File: config.mk
export PLATFORM = sky130hd
export DESIGN_NAME = cmc_modem_ctrl
export DESIGN_NICKNAME = d
export VERILOG_FILES = /design/src/logic/cmc_pkg.sv /design/src/logic/cmc_blink.sv /design/src/logic/cmc_modem_ctrl.sv
export SDC_FILE = /design/constraint.sdc
export NUM_CORES = 1
export LEC_CHECK = 0
export BUFFER_PORTS_ARGS = -buffer_cell sky130_fd_sc_hd__buf_2
export CAP_MARGIN = 10
export CORE_MARGIN = 8
export CORE_UTILIZATION = 58
export DETAILED_ROUTE_END_ITERATION = 7
export PLACE_DENSITY = 0.75
export SLEW_MARGIN = 20
export SYNTH_ARGS = -nofsm -noshare
export SYNTH_HDL_FRONTEND = slang
export SYNTH_SLANG_ARGS = --single-unit
export TNS_END_PERCENT = 10
File: constraint.sdc
create_clock -name ref_clk_i -period 3.9 [get_ports ref_clk_i]
set_input_delay 0.78 -clock ref_clk_i [delete_from_list [all_inputs] [get_ports ref_clk_i]]
set_output_delay 0.78 -clock ref_clk_i [all_outputs]
set_load 0.02 [all_outputs]
File: src/logic/cmc_pkg.sv
package cmc_pkg;

  // Host physical address width seen on the bus pins
  localparam int unsigned ADDR_W         = 27;
  // Control word location; the two data bits ride on address lines
  localparam logic [26:0] CTRL_ADDR      = 27'h5200000;
  localparam int unsigned SERIAL_BIT     = 17;
  localparam int unsigned POWER_BIT      = 19;
  // Address lines that carry data are left out of the decode
  localparam logic [26:0] CTRL_DATA_MASK = 27'h00a0000;

  // Clock and blink time base
  localparam int unsigned CLK_HZ         = 20_000_000;
  localparam int unsigned TICK_MS        = 100;
  localparam int unsigned TICK_CYCLES    = CLK_HZ / 1000 * TICK_MS;

  // Blink patterns, times in milliseconds, then in ticks
  localparam int unsigned FAST_PERIOD_MS = 1000;
  localparam int unsigned FAST_ON_MS     = 500;
  localparam int unsigned SLOW_PERIOD_MS = 3000;
  localparam int unsigned SLOW_ON_MS     = 300;
  localparam int unsigned BLINK_W        = 8;
  localparam logic [7:0]  FAST_PERIOD_T  = 8'(FAST_PERIOD_MS / TICK_MS);
  localparam logic [7:0]  FAST_ON_T      = 8'(FAST_ON_MS / TICK_MS);
  localparam logic [7:0]  SLOW_PERIOD_T  = 8'(SLOW_PERIOD_MS / TICK_MS);
  localparam logic [7:0]  SLOW_ON_T      = 8'(SLOW_ON_MS / TICK_MS);

  // Modem activity state as reported by the modem core
  localparam logic [1:0]  MST_OFF        = 2'h0;
  localparam logic [1:0]  MST_SEARCH     = 2'h1;
  localparam logic [1:0]  MST_REGISTERED = 2'h2;
  localparam logic [1:0]  MST_CALL       = 2'h3;

  // Idle level of a serial line (mark)
  localparam logic        UART_IDLE      = 1'b1;

  // Control word carried as one unit
  typedef struct packed {
    logic power_on;
    logic serial_connect;
  } cmc_ctrl_type;

  localparam cmc_ctrl_type CTRL_RESET    = '{power_on: 1'b0, serial_connect: 1'b0};

  // Status indicator modes, one-hot
  typedef enum logic [3:0] {
    LED_OFF    = 4'h1,
    LED_FAST   = 4'h2,
    LED_SLOW   = 4'h4,
    LED_STEADY = 4'h8
  } cmc_led_type;

endpackage

File: src/logic/cmc_blink.sv
`timescale 1ns/10ps
`default_nettype none

module cmc_blink #(
  parameter int unsigned CNT_W = 8
) (
  input  wire logic             ref_clk_i,
  input  wire logic             reset_i,
  input  wire logic             tick_i,
  input  wire logic             restart_i,
  input  wire logic [CNT_W-1:0] period_i,
  input  wire logic [CNT_W-1:0] on_i,
  output logic                  blink_o
);

  logic [CNT_W-1:0] cnt_ff;     // Ticks into current period
  logic [CNT_W-1:0] nxt_cnt;
  logic             blink_ff;   // Lamp level for this period phase
  logic             nxt_blink;
  logic             wrap;

  // Wrap at the end of the period
  assign wrap      = (cnt_ff >= period_i - CNT_W'(1));
  // Restart lights the lamp at once, so a mode change is seen quickly
  assign nxt_cnt   = restart_i ? '0 : (tick_i ? (wrap ? '0 : cnt_ff + CNT_W'(1)) : cnt_ff);
  assign nxt_blink = (nxt_cnt < on_i);
  assign blink_o   = blink_ff;

  // Tick counter and lamp register
  always_ff @(posedge ref_clk_i) begin
    if (reset_i) begin
      cnt_ff   <= '0;
      blink_ff <= 1'b0;
    end else begin
      cnt_ff   <= nxt_cnt;
      blink_ff <= nxt_blink;
    end
  end

endmodule

`default_nettype wire

File: src/logic/cmc_modem_ctrl.sv
`timescale 1ns/10ps
`default_nettype none

module cmc_modem_ctrl #(
  parameter int unsigned TICK_CYCLES = cmc_pkg::TICK_CYCLES
) (
  input  wire logic                       ref_clk_i,
  input  wire logic                       reset_i,
  // Host memory bus pins
  input  wire logic [cmc_pkg::ADDR_W-1:0] host_addr_i,
  input  wire logic                       host_cs_n_i,
  input  wire logic                       host_we_n_i,
  input  wire logic                       host_oe_n_i,
  // Host serial port
  input  wire logic                       host_txd_i,
  output logic                            host_rxd_o,
  // Modem serial port
  output logic                            modem_rxd_o,
  input  wire logic                       modem_txd_i,
  // Off-board serial pins used while the modem is detached
  output logic                            ext_txd_o,
  input  wire logic                       ext_rxd_i,
  // Modem power and status
  output logic                            modem_power_on_o,
  input  wire logic [1:0]                 modem_state_i,
  output logic                            modem_status_led_o,
  // SIM socket
  input  wire logic                       sim_card_detect_n_i,
  output logic                            sim_present_o,
  // Wireless radio activity
  input  wire logic                       wireless_rx_i,
  input  wire logic                       wireless_tx_i,
  output logic                            wireless_activity_out_o,
  // Read-back of the serial routing state for board logic
  output logic                            serial_connected_o
);

  localparam int unsigned TICK_W = $clog2(TICK_CYCLES);

  // ---------------------------------------------------------------
  // Pin synchronisers: first stage feeds only the second stage
  // ---------------------------------------------------------------
  logic [cmc_pkg::ADDR_W-1:0] addr_s1_ff;   // Address, stage one
  logic [cmc_pkg::ADDR_W-1:0] addr_s2_ff;   // Address, stage two
  logic [2:0]                 bus_s1_ff;    // cs, we, oe, stage one
  logic [2:0]                 bus_s2_ff;    // cs, we, oe, stage two
  logic [6:0]                 pin_s1_ff;    // Misc pins, stage one
  logic [6:0]                 pin_s2_ff;    // Misc pins, stage two
  logic [1:0]                 mst_s1_ff;    // Modem state, stage one
  logic [1:0]                 mst_s2_ff;    // Modem state, stage two

  // Two flops on every pin input
  always_ff @(posedge ref_clk_i) begin
    if (reset_i) begin
      addr_s1_ff <= '0;
      addr_s2_ff <= '0;
      bus_s1_ff  <= 3'h7;
      bus_s2_ff  <= 3'h7;
      pin_s1_ff  <= 7'h1f;   // Idle levels: serial mark, no card, radio quiet
      pin_s2_ff  <= 7'h1f;   // Avoids a false card-present pulse after reset
      mst_s1_ff  <= cmc_pkg::MST_OFF;
      mst_s2_ff  <= cmc_pkg::MST_OFF;
    end else begin
      addr_s1_ff <= host_addr_i;
      addr_s2_ff <= addr_s1_ff;
      bus_s1_ff  <= {host_oe_n_i, host_we_n_i, host_cs_n_i};
      bus_s2_ff  <= bus_s1_ff;
      pin_s1_ff  <= {wireless_tx_i, wireless_rx_i, sim_card_detect_n_i,
                     ext_rxd_i, modem_txd_i, host_txd_i, 1'b1};
      pin_s2_ff  <= pin_s1_ff;
      mst_s1_ff  <= modem_state_i;
      mst_s2_ff  <= mst_s1_ff;
    end
  end

  // Named views of the synchronised pins
  wire logic cs_n_s     = bus_s2_ff[0];
  wire logic we_n_s     = bus_s2_ff[1];
  wire logic oe_n_s     = bus_s2_ff[2];
  wire logic h_txd_s    = pin_s2_ff[1];
  wire logic m_txd_s    = pin_s2_ff[2];
  wire logic e_rxd_s    = pin_s2_ff[3];
  wire logic sim_det_s  = pin_s2_ff[4];
  wire logic wl_rx_s    = pin_s2_ff[5];
  wire logic wl_tx_s    = pin_s2_ff[6];

  // ---------------------------------------------------------------
  // Control word write decode
  // ---------------------------------------------------------------
  logic [cmc_pkg::ADDR_W-1:0] wr_addr_ff;   // Address held during strobe
  logic                       wr_act_ff;    // Write strobe seen last cycle
  cmc_pkg::cmc_ctrl_type      ctrl_ff;      // Latched control word
  cmc_pkg::cmc_ctrl_type      nxt_ctrl;

  // Only a write strobe counts; the read strobe feeds only rd_seen, never the decode
  wire logic wr_act   = ~cs_n_s & ~we_n_s;
  // Bits that carry data are masked out of the compare
  wire logic addr_hit = ((wr_addr_ff & ~cmc_pkg::CTRL_DATA_MASK)
                         == cmc_pkg::CTRL_ADDR);
  // Take the write as the strobe ends; address was stable throughout,
  // which avoids sampling bits skewed by the synchroniser
  wire logic wr_take  = wr_act_ff & ~wr_act & addr_hit;
  wire logic rd_seen  = ~cs_n_s & ~oe_n_s;

  // Data bits come from the address lines, not the data bus
  always_comb begin
    nxt_ctrl = ctrl_ff;
    if (wr_take) begin
      nxt_ctrl.serial_connect = wr_addr_ff[cmc_pkg::SERIAL_BIT];
      nxt_ctrl.power_on       = wr_addr_ff[cmc_pkg::POWER_BIT];
    end
  end

  // Strobe tracking, address hold and control latch
  always_ff @(posedge ref_clk_i) begin
    if (reset_i) begin
      wr_addr_ff <= '0;
      wr_act_ff  <= 1'b0;
      ctrl_ff    <= cmc_pkg::CTRL_RESET;
    end else begin
      if (wr_act) begin
        wr_addr_ff <= addr_s2_ff;
      end
      wr_act_ff  <= wr_act;
      ctrl_ff    <= nxt_ctrl;
    end
  end

  // ---------------------------------------------------------------
  // Serial routing
  // ---------------------------------------------------------------
  logic host_rxd_ff;    // Host receive line
  logic modem_rxd_ff;   // Modem receive line
  logic ext_txd_ff;     // Off-board transmit line
  logic nxt_host_rxd;
  logic nxt_modem_rxd;
  logic nxt_ext_txd;

  // Connected: host and modem face each other, off-board pins idle.
  // Detached: host port goes to the off-board pins, modem line idles.
  assign nxt_modem_rxd = ctrl_ff.serial_connect ? h_txd_s : cmc_pkg::UART_IDLE;
  assign nxt_ext_txd   = ctrl_ff.serial_connect ? cmc_pkg::UART_IDLE : h_txd_s;
  assign nxt_host_rxd  = ctrl_ff.serial_connect ? m_txd_s : e_rxd_s;

  // Registered so every output leaves a flop; costs a few cycles of
  // latency, harmless at serial bit rates far below the clock
  always_ff @(posedge ref_clk_i) begin
    if (reset_i) begin
      host_rxd_ff  <= cmc_pkg::UART_IDLE;
      modem_rxd_ff <= cmc_pkg::UART_IDLE;
      ext_txd_ff   <= cmc_pkg::UART_IDLE;
    end else begin
      host_rxd_ff  <= nxt_host_rxd;
      modem_rxd_ff <= nxt_modem_rxd;
      ext_txd_ff   <= nxt_ext_txd;
    end
  end

  // ---------------------------------------------------------------
  // Blink time base: one-cycle tick every TICK_CYCLES clocks
  // ---------------------------------------------------------------
  logic [TICK_W-1:0] div_ff;    // Divider count
  logic [TICK_W-1:0] nxt_div;
  logic              tick_ff;   // Tick enable pulse
  wire  logic        div_end = (div_ff == TICK_W'(TICK_CYCLES - 1));

  assign nxt_div = div_end ? '0 : div_ff + TICK_W'(1);

  // Divider
  always_ff @(posedge ref_clk_i) begin
    if (reset_i) begin
      div_ff  <= '0;
      tick_ff <= 1'b0;
    end else begin
      div_ff  <= nxt_div;
      tick_ff <= div_end;
    end
  end

  // ---------------------------------------------------------------
  // Status indicator
  // ---------------------------------------------------------------
  cmc_pkg::cmc_led_type led_mode_ff;    // Current indicator mode
  cmc_pkg::cmc_led_type nxt_led_mode;
  logic                 led_ff;         // Indicator output level
  logic                 nxt_led;
  logic                 blink;          // Pattern generator output
  logic [7:0]           period_sel;     // Period for current mode
  logic [7:0]           on_sel;         // On time for current mode

  // Modem state to indicator mode
  always_comb begin
    unique case (mst_s2_ff)
      cmc_pkg::MST_OFF:        nxt_led_mode = cmc_pkg::LED_OFF;
      cmc_pkg::MST_SEARCH:     nxt_led_mode = cmc_pkg::LED_FAST;
      cmc_pkg::MST_REGISTERED: nxt_led_mode = cmc_pkg::LED_SLOW;
      cmc_pkg::MST_CALL:       nxt_led_mode = cmc_pkg::LED_STEADY;
    endcase
  end

  // Pattern timing for the blinking modes
  assign period_sel = (led_mode_ff == cmc_pkg::LED_SLOW) ?
                      cmc_pkg::SLOW_PERIOD_T : cmc_pkg::FAST_PERIOD_T;
  assign on_sel     = (led_mode_ff == cmc_pkg::LED_SLOW) ?
                      cmc_pkg::SLOW_ON_T : cmc_pkg::FAST_ON_T;

  // Pattern restarts whenever the mode changes
  wire logic mode_change = (nxt_led_mode != led_mode_ff);

  cmc_blink #(
    .CNT_W     (cmc_pkg::BLINK_W)
  ) u_blink (
    .ref_clk_i (ref_clk_i),
    .reset_i   (reset_i),
    .tick_i    (tick_ff),
    .restart_i (mode_change),
    .period_i  (period_sel),
    .on_i      (on_sel),
    .blink_o   (blink)
  );

  // Output level per mode; high means lit
  always_comb begin
    unique case (led_mode_ff)
      cmc_pkg::LED_OFF:    nxt_led = 1'b0;
      cmc_pkg::LED_FAST:   nxt_led = blink;
      cmc_pkg::LED_SLOW:   nxt_led = blink;
      cmc_pkg::LED_STEADY: nxt_led = 1'b1;
      default:             nxt_led = 1'b0;
    endcase
  end

  // Mode and active-high indicator register
  always_ff @(posedge ref_clk_i) begin
    if (reset_i) begin
      led_mode_ff <= cmc_pkg::LED_OFF;
      led_ff      <= 1'b0;
    end else begin
      led_mode_ff <= nxt_led_mode;
      led_ff      <= nxt_led;
    end
  end

  // ---------------------------------------------------------------
  // SIM presence and wireless activity
  // ---------------------------------------------------------------
  logic sim_present_ff;   // Card seen in socket
  logic wl_act_ff;        // Radio receiving or sending
  logic rd_seen_ff;       // Read strobe observed, feeds only unused_ok

  // A low detect means a card is inserted; polled every cycle so hot
  // insertion and removal both show within the synchroniser delay
  always_ff @(posedge ref_clk_i) begin
    if (reset_i) begin
      sim_present_ff <= 1'b0;
      wl_act_ff      <= 1'b0;
      rd_seen_ff     <= 1'b0;
    end else begin
      sim_present_ff <= ~sim_det_s;
      wl_act_ff      <= wl_rx_s | wl_tx_s;
      rd_seen_ff     <= rd_seen;
    end
  end

  // ---------------------------------------------------------------
  // Outputs, all from flops
  // ---------------------------------------------------------------
  // Power-on follows the latch; software owns the pulse length, so a
  // short pulse is passed on unchanged and may fail to start the modem
  assign modem_power_on_o        = ctrl_ff.power_on;
  assign serial_connected_o      = ctrl_ff.serial_connect;
  assign host_rxd_o              = host_rxd_ff;
  assign modem_rxd_o             = modem_rxd_ff;
  assign ext_txd_o               = ext_txd_ff;
  assign modem_status_led_o      = led_ff;
  assign sim_present_o           = sim_present_ff;
  assign wireless_activity_out_o = wl_act_ff;

  // Read strobes never reach the control latch
  wire logic unused_ok = rd_seen_ff & pin_s2_ff[0];

endmodule

`default_nettype wire

==> PnR_summary.wiki, run 1 <==
{| class="wikitable"
! Metric !! Value
|-
| Status || complete, no violations
|-
| Async set or reset register ratio after synthesis || 0%
|-
| Cell taking the most area after synthesis || sky130_fd_sc_hd__dfxtp_1
|-
| Core outline area || between 0.008 and 0.009 mm²
|-
| Reg-to-reg critical path startpoint || led_mode_ff[2]
|-
| Number of vias per cell || 5.09
|-
| Highest clock frequency the design can meet || 0.321 GHz
|-
| Total die area || 0.0119 mm²
|-
| Simple logic cell fraction of the synthesized area || 26.1%
|-
| Worst setup SP type || flop
|-
| Deepest clock path buffer count || 2
|-
| Total power of the final layout || approximately 3.2 mW
|-
| Worst Path Arrival || ~3.6 ns
|-
| WL per Instance || between 10 and 15 µm
|-
| Worst reg2reg setup slack || ~0.78 ns
|-
| Instance count of the mapped netlist || approximately 520
|-
| Synth-to-Final Area Change || 17.7%
|-
| Post-DP HPWL || 5550 µm
|-
| Largest family of logic cells by synthesized area || simple AND/OR/NAND/NOR gates
|-
| Number of placed I/O pins || 48
|-
| Unrepaired setup endpoints after global routing || false
|-
| Clock network fraction of design power || 49.2%
|-
| Critical path origin || led_mode_ff[2]
|-
| Crit Path Class || reg2reg
|-
| P_leak || 2.23 nW
|-
| Max Cap Viol || 0
|-
| Part of the total power dissipated in sequential elements || 48.0%
|-
| Endpoint required time on the critical path || 4.36 ns
|-
| TNS Setup || 0 ns
|-
| Area share of the largest cell type after synthesis || between 50 and 60%
|-
| Count of different cell masters after synthesis || 44
|-
| Number of CTS-inserted buffers || 17
|-
| Syn_nets || 565
|-
| Antenna diode count || 0
|-
| Setup crit end || u_blink.blink_o
|-
| Ratio of cells with drive above 1 in the final layout || between 10% and 20%
|-
| Xor-xnor portion of the synthesized cell area || 3.32%
|-
| Synth Area in Adders || under 10%
|-
| Switching power summed over all nets || 703 µW
|-
| Top post-synthesis cells by area || sky130_fd_sc_hd__dfxtp_1 58%, sky130_fd_sc_hd__nor2b_1 7.7%, sky130_fd_sc_hd__nand2_1 5.0%
|-
| Via count of the first global-routing pass || 3,378
|-
| Utilization of the core after routing || 69.0%
|-
| Max-Slew Margin vs Limit || approximately half
|-
| Quantity of gates resized following cts || 0
|-
| Worst slew pin tran || 0.740 ns
|-
| Compound-Gate Fraction of Synth Area || 7.24%
|-
| Number of nets at the end of the flow || 609
|-
| Die Y || 109 µm
|-
| Total overflow reported by the global router || 0
|-
| Final cycle utilization of the critical path || 79.9%
|-
| Register area || 0.00290 mm²
|-
| Vias post-DR || between 3,000 and 4,000
|-
| Antenna violations before repair || 0
|-
| Number of synthesized register bits || 145
|-
| Reg2reg end || u_blink.blink_o
|-
| Number of standard cells in the final layout excluding fillers || roughly 680
|-
| Switching part of the total || a little over a fifth
|-
| Insertion delay to the later sink of the worst-skew pair || 0.51 ns
|-
| Routability congestion estimate || 0.805
|-
| Cell Count Post-Placement || 650
|-
| Largest net degree at the start of global routing || 47
|-
| Min Tclk post-route || 3.12 ns
|-
| Category of the worst setup path capture point || flop
|-
| Type of the worst min-delay path || reg2reg
|-
| Number of endpoints with negative hold slack in the final report || 0
|-
| Main synth FF type || sky130_fd_sc_hd__dfxtp_1
|-
| Tightest hold margin || roughly 0.4 ns
|-
| Residual DRC count || 0
|-
| Maximum fanout count along the critical path || 5
|-
| Fill cell instance count of the final layout || 665
|-
| Number of optimization iterations in the first detailed-route pass || 4
|-
| Most frequent cells in the layout || 145 x sky130_fd_sc_hd__dfxtp_1, 67 x sky130_fd_sc_hd__nand2_1, 62 x sky130_fd_sc_hd__nor2b_1, 45 x sky130_fd_sc_hd__buf_2, 38 x sky130_fd_sc_hd__a21oi_1
|-
| Worst-case clock skew || 0.0112 ns
|-
| Initial core utilization || 58.6%
|-
| TritonCTS clock tree || done
|-
| Portion of netlist area occupied by mux cells || 0.624%
|-
| Cell count of the worst reg-to-reg path || 11
|-
| Power density over cell area || 543 mW/mm²
|-
| Max-slew violation total from the final report || 0
|-
| Setup bufs post-CTS || 0
|-
| Final antenna-violating net count || 0
|-
| Clock tree root buffer cell || sky130_fd_sc_hd__clkbuf_8
|-
| Part of the Yosys area used for sequential elements || 57.9%
|-
| Area of combinational cells with multiple inputs || 0.00197 mm²
|-
| Number of rows created at floorplan || 34
|-
| Global-route wire length before repair || around 14,000 µm
|-
| Hold_buf cts || 0
|-
| Chip Width || 109 µm
|-
| Clock-pin slew on the worst setup and hold paths || roughly 0.060 ns
|-
| Clock H-tree levels || 4
|-
| Average footprint of a synthesized cell || about 9.7 µm²
|-
| Number of clock sinks || 145
|-
| Post-synth EDFFs || 0
|-
| Count of input and output buffers || between 40 and 50
|-
| Number of DRC markers after the initial detailed-route iteration || roughly 130
|-
| Share of total power in combinational logic || 2.8%
|-
| Synthesized cell area || 0.00501 mm²
|-
| Largest voltage drop on the vdd net || 0.336 mV
|-
| Total setup violations reported at the end of the flow || 0
|-
| Internal power contribution || 2.50 mW
|-
| Total of warnings raised by yosys || 0
|-
| Routed wire length || around 8500 µm
|-
| GRT Util Overall || between 15 and 20%
|-
| Most common cell after layout, fill and taps aside || sky130_fd_sc_hd__dfxtp_1
|}
stage by stage:
step	area [µm²]	setup slack (ns)
2_1_floorplan	5010	1.02
3_3_place_gp	5310	0.912
3_5_place_dp	5310	0.788
4_1_cts	5900	0.782
5_1_grt	5900	0.614
6_report	5900	0.783
state kept, by name, indices dropped and copies added (netlist names), 4 cells and up:
| signal | count |
|---|---|
| led_mode_ff | 4 |
| u_blink.cnt_ff | 8 |
| addr_s2_ff | 27 |
| pin_s1_ff | 6 |
| addr_s1_ff | 27 |
| div_ff | 21 |
| wr_addr_ff | 27 |
| pin_s2_ff | 6 |
routing by layer:
layer	global-route usage, %	vias to the layer above	wire length [µm]
li1	-	1818	-
met1	16.8	1576	3900
met2	26.0	67	4170
met3	5.61	11	322
met4	6.84	0	114
met5	0	-	0
power groups by stage:
| stage | clock [mW] | combinational [mW] | sequential, mW |
|---|---|---|---|
| 2_1_floorplan | 0 | 0.0584 | 1.57 |
| 3_3_place_gp | 0 | 0.0867 | 1.57 |
| 3_5_place_dp | 0 | 0.0901 | 1.57 |
| 4_1_cts | 1.61 | 0.0907 | 1.54 |
| 5_1_grt | 1.68 | 0.100 | 1.54 |
| 6_report | 1.57 | 0.0890 | 1.54 |
area by class of cell:
cell class / instances / area share, %
well taps: 108 / 2.29
repair buffers: 49 / 4.33
inverters: 13 / 0.827
clock buffers: 17 / 7.02
flip-flops and latches: 145 / 49.2
clock inverters: 15 / 2.95
multi-input cells: 335 / 33.4
worst min-delay path by stage:
stage                       from       endpoint  slack, ns  cells past startpoint
CTS                 pin_s2_ff[4]  sim_present_o       0.39                      1
detailed placement  pin_s2_ff[4]  sim_present_o       0.38                      1
finish              pin_s2_ff[4]  sim_present_o       0.39                      1
floorplan           pin_s2_ff[4]  sim_present_o       0.37                      1
global route        pin_s2_ff[4]  sim_present_o       0.40                      1
global placement    pin_s2_ff[4]  sim_present_o       0.37                      1
logic make-up (layout without fill, tap and decap cells):
family	after synthesis	count (layout)
simple gates	243	243
flops	145	145
compound gates	62	62
buf+inv	37	94
xor+xnor	19	19
fa+ha+maj	8	8
mux	3	3
cells in the mapped netlist (2+ instances only):
cell type	count
sky130_fd_sc_hd__or3b_2	3
sky130_fd_sc_hd__clkbuf_1	20
sky130_fd_sc_hd__ha_1	8
sky130_fd_sc_hd__buf_1	3
sky130_fd_sc_hd__mux2i_1	2
sky130_fd_sc_hd__or3_1	4
sky130_fd_sc_hd__dfxtp_1	145
sky130_fd_sc_hd__or4_1	7
sky130_fd_sc_hd__nand3_1	10
sky130_fd_sc_hd__and3_1	4
sky130_fd_sc_hd__a21oi_1	38
sky130_fd_sc_hd__inv_1	13
sky130_fd_sc_hd__o21ai_0	7
sky130_fd_sc_hd__nor4b_1	7
sky130_fd_sc_hd__nor4_1	6
sky130_fd_sc_hd__nor3_1	9
sky130_fd_sc_hd__or2_2	16
sky130_fd_sc_hd__xor2_1	8
sky130_fd_sc_hd__or3_2	3
sky130_fd_sc_hd__o2bb2ai_1	2
sky130_fd_sc_hd__nor2b_1	62
sky130_fd_sc_hd__o31ai_1	5
sky130_fd_sc_hd__nor2_1	33
sky130_fd_sc_hd__xnor2_1	11
sky130_fd_sc_hd__nand2_1	67
sky130_fd_sc_hd__nand4_1	6
critical path, cell delays in order, from the launching register on:
cell and delay (ns):
sky130_fd_sc_hd__dfxtp_1 0.40, sky130_fd_sc_hd__or3b_2 0.47, sky130_fd_sc_hd__or2_2 0.33, sky130_fd_sc_hd__ha_1 0.29, sky130_fd_sc_hd__o211ai_1 0.08, sky130_fd_sc_hd__o21a_1 0.21
sky130_fd_sc_hd__o22ai_1 0.26, sky130_fd_sc_hd__nor2_1 0.10, sky130_fd_sc_hd__ha_1 0.31, sky130_fd_sc_hd__a211oi_1 0.26, sky130_fd_sc_hd__o221a_2 0.24, sky130_fd_sc_hd__a22o_1 0.12
Note: power is estimated with default switching activity, not from simulation.
==> run 2, diff against run 1 <==
CORE_UTILIZATION = 52   (was 58)
PLACE_DENSITY = 0.71   (was 0.75)
clock period = 2.8 ns   (was 3.9 ns; I/O delays follow)
==> run 2 against run 1 <==
Clock skew about the same. Fmax up 14%. Register-to-register slack worse by 0.72 ns. Power up 42%. Routed wire length up 1.9%. Critical path type unchanged. Critical endpoint unchanged. Largest power group unchanged.
==> PnR_summary.wiki, run 2 (synthesis gave the netlist of run 1 again) <==
{| class="wikitable"
! Metric !! Value
|-
| Routed wire length || 8670 µm (+1.9%)
|-
| Status || complete, no violations
|-
| Synth-to-Final Area Change || 20.4%
|-
| End of the worst hold path || pin_s1_ff[1]
|-
| Register area || 0.00290 mm² (about the same)
|-
| Worst setup SP type || flop
|-
| GRT Util Overall || 14.1% (-1.2 points)
|-
| Power density over cell area || 754 mW/mm² (+39%)
|-
| Clock-pin slew on the worst setup and hold paths || 0.06 ns (about the same)
|-
| Unrepaired setup endpoints after global routing || true
|-
| Min Tclk post-route || 2.73 ns (-0.384 ns)
|-
| Clock network fraction of design power || 50.0% (+0.8 points)
|-
| Cell count of the worst reg-to-reg path || 11 (unchanged)
|-
| Switching part of the total || 21.1% (-0.88 points)
|-
| Number of standard cells in the final layout excluding fillers || 715 (+4.8%)
|-
| Switching power summed over all nets || 958 µW (+36%)
|-
| Final antenna-violating net count || 0 (unchanged)
|-
| Worst hold path startpoint || host_txd_i
|-
| TritonCTS clock tree || done
|-
| Chip Width || 114 µm (+4.8%)
|-
| Highest clock frequency the design can meet || 0.366 GHz (+14%)
|-
| Number of clock sinks || 145 (unchanged)
|-
| Tightest hold margin || 0.226 ns (-0.164 ns)
|-
| Fill cell instance count of the final layout || 805 (+21%)
|-
| Core outline area || 0.00955 mm² (+12%)
|-
| Number of placed I/O pins || 48 (unchanged)
|-
| Worst-case clock skew || 0.0108 ns (-0.000412 ns)
|-
| Most frequent cells in the layout || 144 x sky130_fd_sc_hd__dfxtp_1, 67 x sky130_fd_sc_hd__nand2_1, 62 x sky130_fd_sc_hd__nor2b_1, 45 x sky130_fd_sc_hd__buf_2, 38 x sky130_fd_sc_hd__a21oi_1
|-
| Clock H-tree levels || 4 (unchanged)
|-
| Ratio of cells with drive above 1 in the final layout || 20.3% (+1.6 points)
|-
| Routability congestion estimate || 0.791 (-1.7%)
|-
| Worst slew pin tran || 0.637 ns (-0.103 ns)
|-
| Maximum fanout count along the critical path || 3 (-2)
|-
| Via count of the first global-routing pass || 3,453 (+2.2%)
|-
| Final cycle utilization of the critical path || 97.6% (+18 points)
|-
| Number of cells on the worst hold path || 2 (+1)
|-
| Number of vias per cell || 4.86 (-4.5%)
|-
| Total die area || 0.0130 mm² (+9.8%)
|-
| Max Cap Viol || 0 (unchanged)
|-
| Worst reg2reg setup slack || 0.07 ns (-0.72 ns)
|-
| Reg-to-reg critical path startpoint || led_mode_ff[1]
|-
| Total overflow reported by the global router || 0 (unchanged)
|-
| Cell Count Post-Placement || 681 (+4.8%)
|-
| Global-route wire length before repair || 14,800 µm (+2.6%)
|-
| Post-DP HPWL || 5580 µm (+0.60%)
|-
| Number of optimization iterations in the first detailed-route pass || 5 (+1)
|-
| Vias post-DR || 3,477 (+0.14%)
|-
| Residual DRC count || 0 (unchanged)
|-
| Initial core utilization || 52.5% (-6.1 points)
|-
| Max-Slew Margin vs Limit || 57.5% (+6.9 points)
|-
| Type of the worst min-delay path || in2reg
|-
| WL per Instance || 12.1 µm (-2.8%)
|-
| Crit Path Class || reg2reg
|-
| Category of the worst setup path capture point || flop
|-
| Deepest clock path buffer count || 2 (unchanged)
|-
| Number of CTS-inserted buffers || 17 (unchanged)
|-
| Reg2reg end || u_blink.blink_o
|-
| Number of DRC markers after the initial detailed-route iteration || 167 (+31%)
|-
| Number of endpoints with negative hold slack in the final report || 0 (unchanged)
|-
| Share of total power in combinational logic || 3.0% (+0.2 points)
|-
| Endpoint required time on the critical path || 3.25 ns (-1.11 ns)
|-
| Most common cell after layout, fill and taps aside || sky130_fd_sc_hd__dfxtp_1
|-
| Insertion delay to the later sink of the worst-skew pair || 0.51 ns (about the same)
|-
| Largest voltage drop on the vdd net || 0.450 mV (+34%)
|-
| Count of input and output buffers || 46 (unchanged)
|-
| P_leak || 2.29 nW (+2.7%)
|-
| Area of combinational cells with multiple inputs || 0.00199 mm² (+1.0%)
|-
| Number of rows created at floorplan || 36 (+5.9%)
|-
| Antenna violations before repair || 0 (unchanged)
|-
| Largest registers || addr_s1_ff: 27 flops, addr_s2_ff: 27 flops, wr_addr_ff: 27 flops
|-
| Part of the total power dissipated in sequential elements || 47.1% (-0.9 points)
|-
| Largest net degree at the start of global routing || 52 (+11%)
|-
| Max-slew violation total from the final report || 0 (unchanged)
|-
| Die Y || 114 µm (+4.8%)
|-
| Worst Path Arrival || 3.19 ns (-0.38 ns)
|-
| Total setup violations reported at the end of the flow || 0 (unchanged)
|-
| Antenna diode count || 0 (unchanged)
|-
| Clock tree root buffer cell || sky130_fd_sc_hd__clkbuf_8
|-
| Internal power contribution || 3.59 mW (+44%)
|-
| Number of nets at the end of the flow || 618 (+1.5%)
|}
-- run 2: cell types whose count changed in the layout (fill, tap and decap cells not counted), sizes merged --
cell and delta:
buf +9, clkbuf +2, clkinvlp -2, inv -1, bufinv +1, clkinv -1
-- run 2: worst max-delay path: stages (launching register included) --
cell and delay [ns]:
sky130_fd_sc_hd__dfxtp_2 0.32, sky130_fd_sc_hd__or3b_4 0.39, sky130_fd_sc_hd__or2_4 0.25, sky130_fd_sc_hd__ha_1 0.28, sky130_fd_sc_hd__o211ai_1 0.08, sky130_fd_sc_hd__o21a_1 0.20, sky130_fd_sc_hd__o22ai_2 0.19, sky130_fd_sc_hd__nor2_1 0.08
sky130_fd_sc_hd__ha_1 0.30, sky130_fd_sc_hd__a211oi_2 0.23, sky130_fd_sc_hd__o221a_2 0.21, sky130_fd_sc_hd__a22o_1 0.14
-- run 2: final cells by class --
class | instances | area share [%]
clock buffers | 19 | 7.16
well taps | 133 | 2.76
inverters | 13 | 0.809
clock inverters | 12 | 2.84
repair buffers | 58 | 5.35
flip-flops and latches | 145 | 48.1
multi-input cells | 335 | 32.9
-- run 2: metrics by stage --
step	area (µm²)	utilization (%)	TNS (ns)	total power, mW	worst slack (ns)
floorplan	5020	-	0	2.27	0.0111
global placement	5400	56.5	0	2.31	0.0165
detailed placement	5400	56.5	-0.127	2.32	-0.127
CTS	6030	63.1	0	4.59	0.00280
global route	6030	63.2	-0.0792	4.71	-0.0792
finish	6030	63.2	0	4.55	0.0665
-- run 2: power groups by stage --
stage	clock [mW]	combinational (mW)	sequential [mW]
2_1_floorplan	0	0.0825	2.18
3_3_place_gp	0	0.127	2.19
3_5_place_dp	0	0.131	2.19
4_1_cts	2.31	0.137	2.14
5_1_grt	2.41	0.150	2.15
6_report	2.27	0.134	2.14
-- run 2: layer usage --
metal / GRT usage, % / up-vias / part of all wire (%)
met3: 4.06 / 7 / 3.5
li1: - / 1827 / -
met4: 7.45 / 0 / 1.1
met2: 24.4 / 50 / 50
met5: 0 / - / 0
met1: 15.2 / 1593 / 46
-- run 2: worst max path at each step --
stage	from	end	slack [ns]
2_1_floorplan	led_mode_ff[2]	u_blink.blink_o	0.01
3_3_place_gp	led_mode_ff[1]	u_blink.blink_o	0.02
3_5_place_dp	led_mode_ff[1]	u_blink.blink_o	-0.13
4_1_cts	led_mode_ff[1]	u_blink.blink_o	0.003
5_1_grt	led_mode_ff[1]	u_blink.blink_o	-0.08
6_report	led_mode_ff[1]	u_blink.blink_o	0.07
-- run 2: what timing repair did --
item | CTS | global route
gates resized for setup | 2 | 2
hold buffers | 0 | 0
pin swaps | 5 | 2
setup endpoints to repair | 1 | 1
setup buffers | 3 | 0
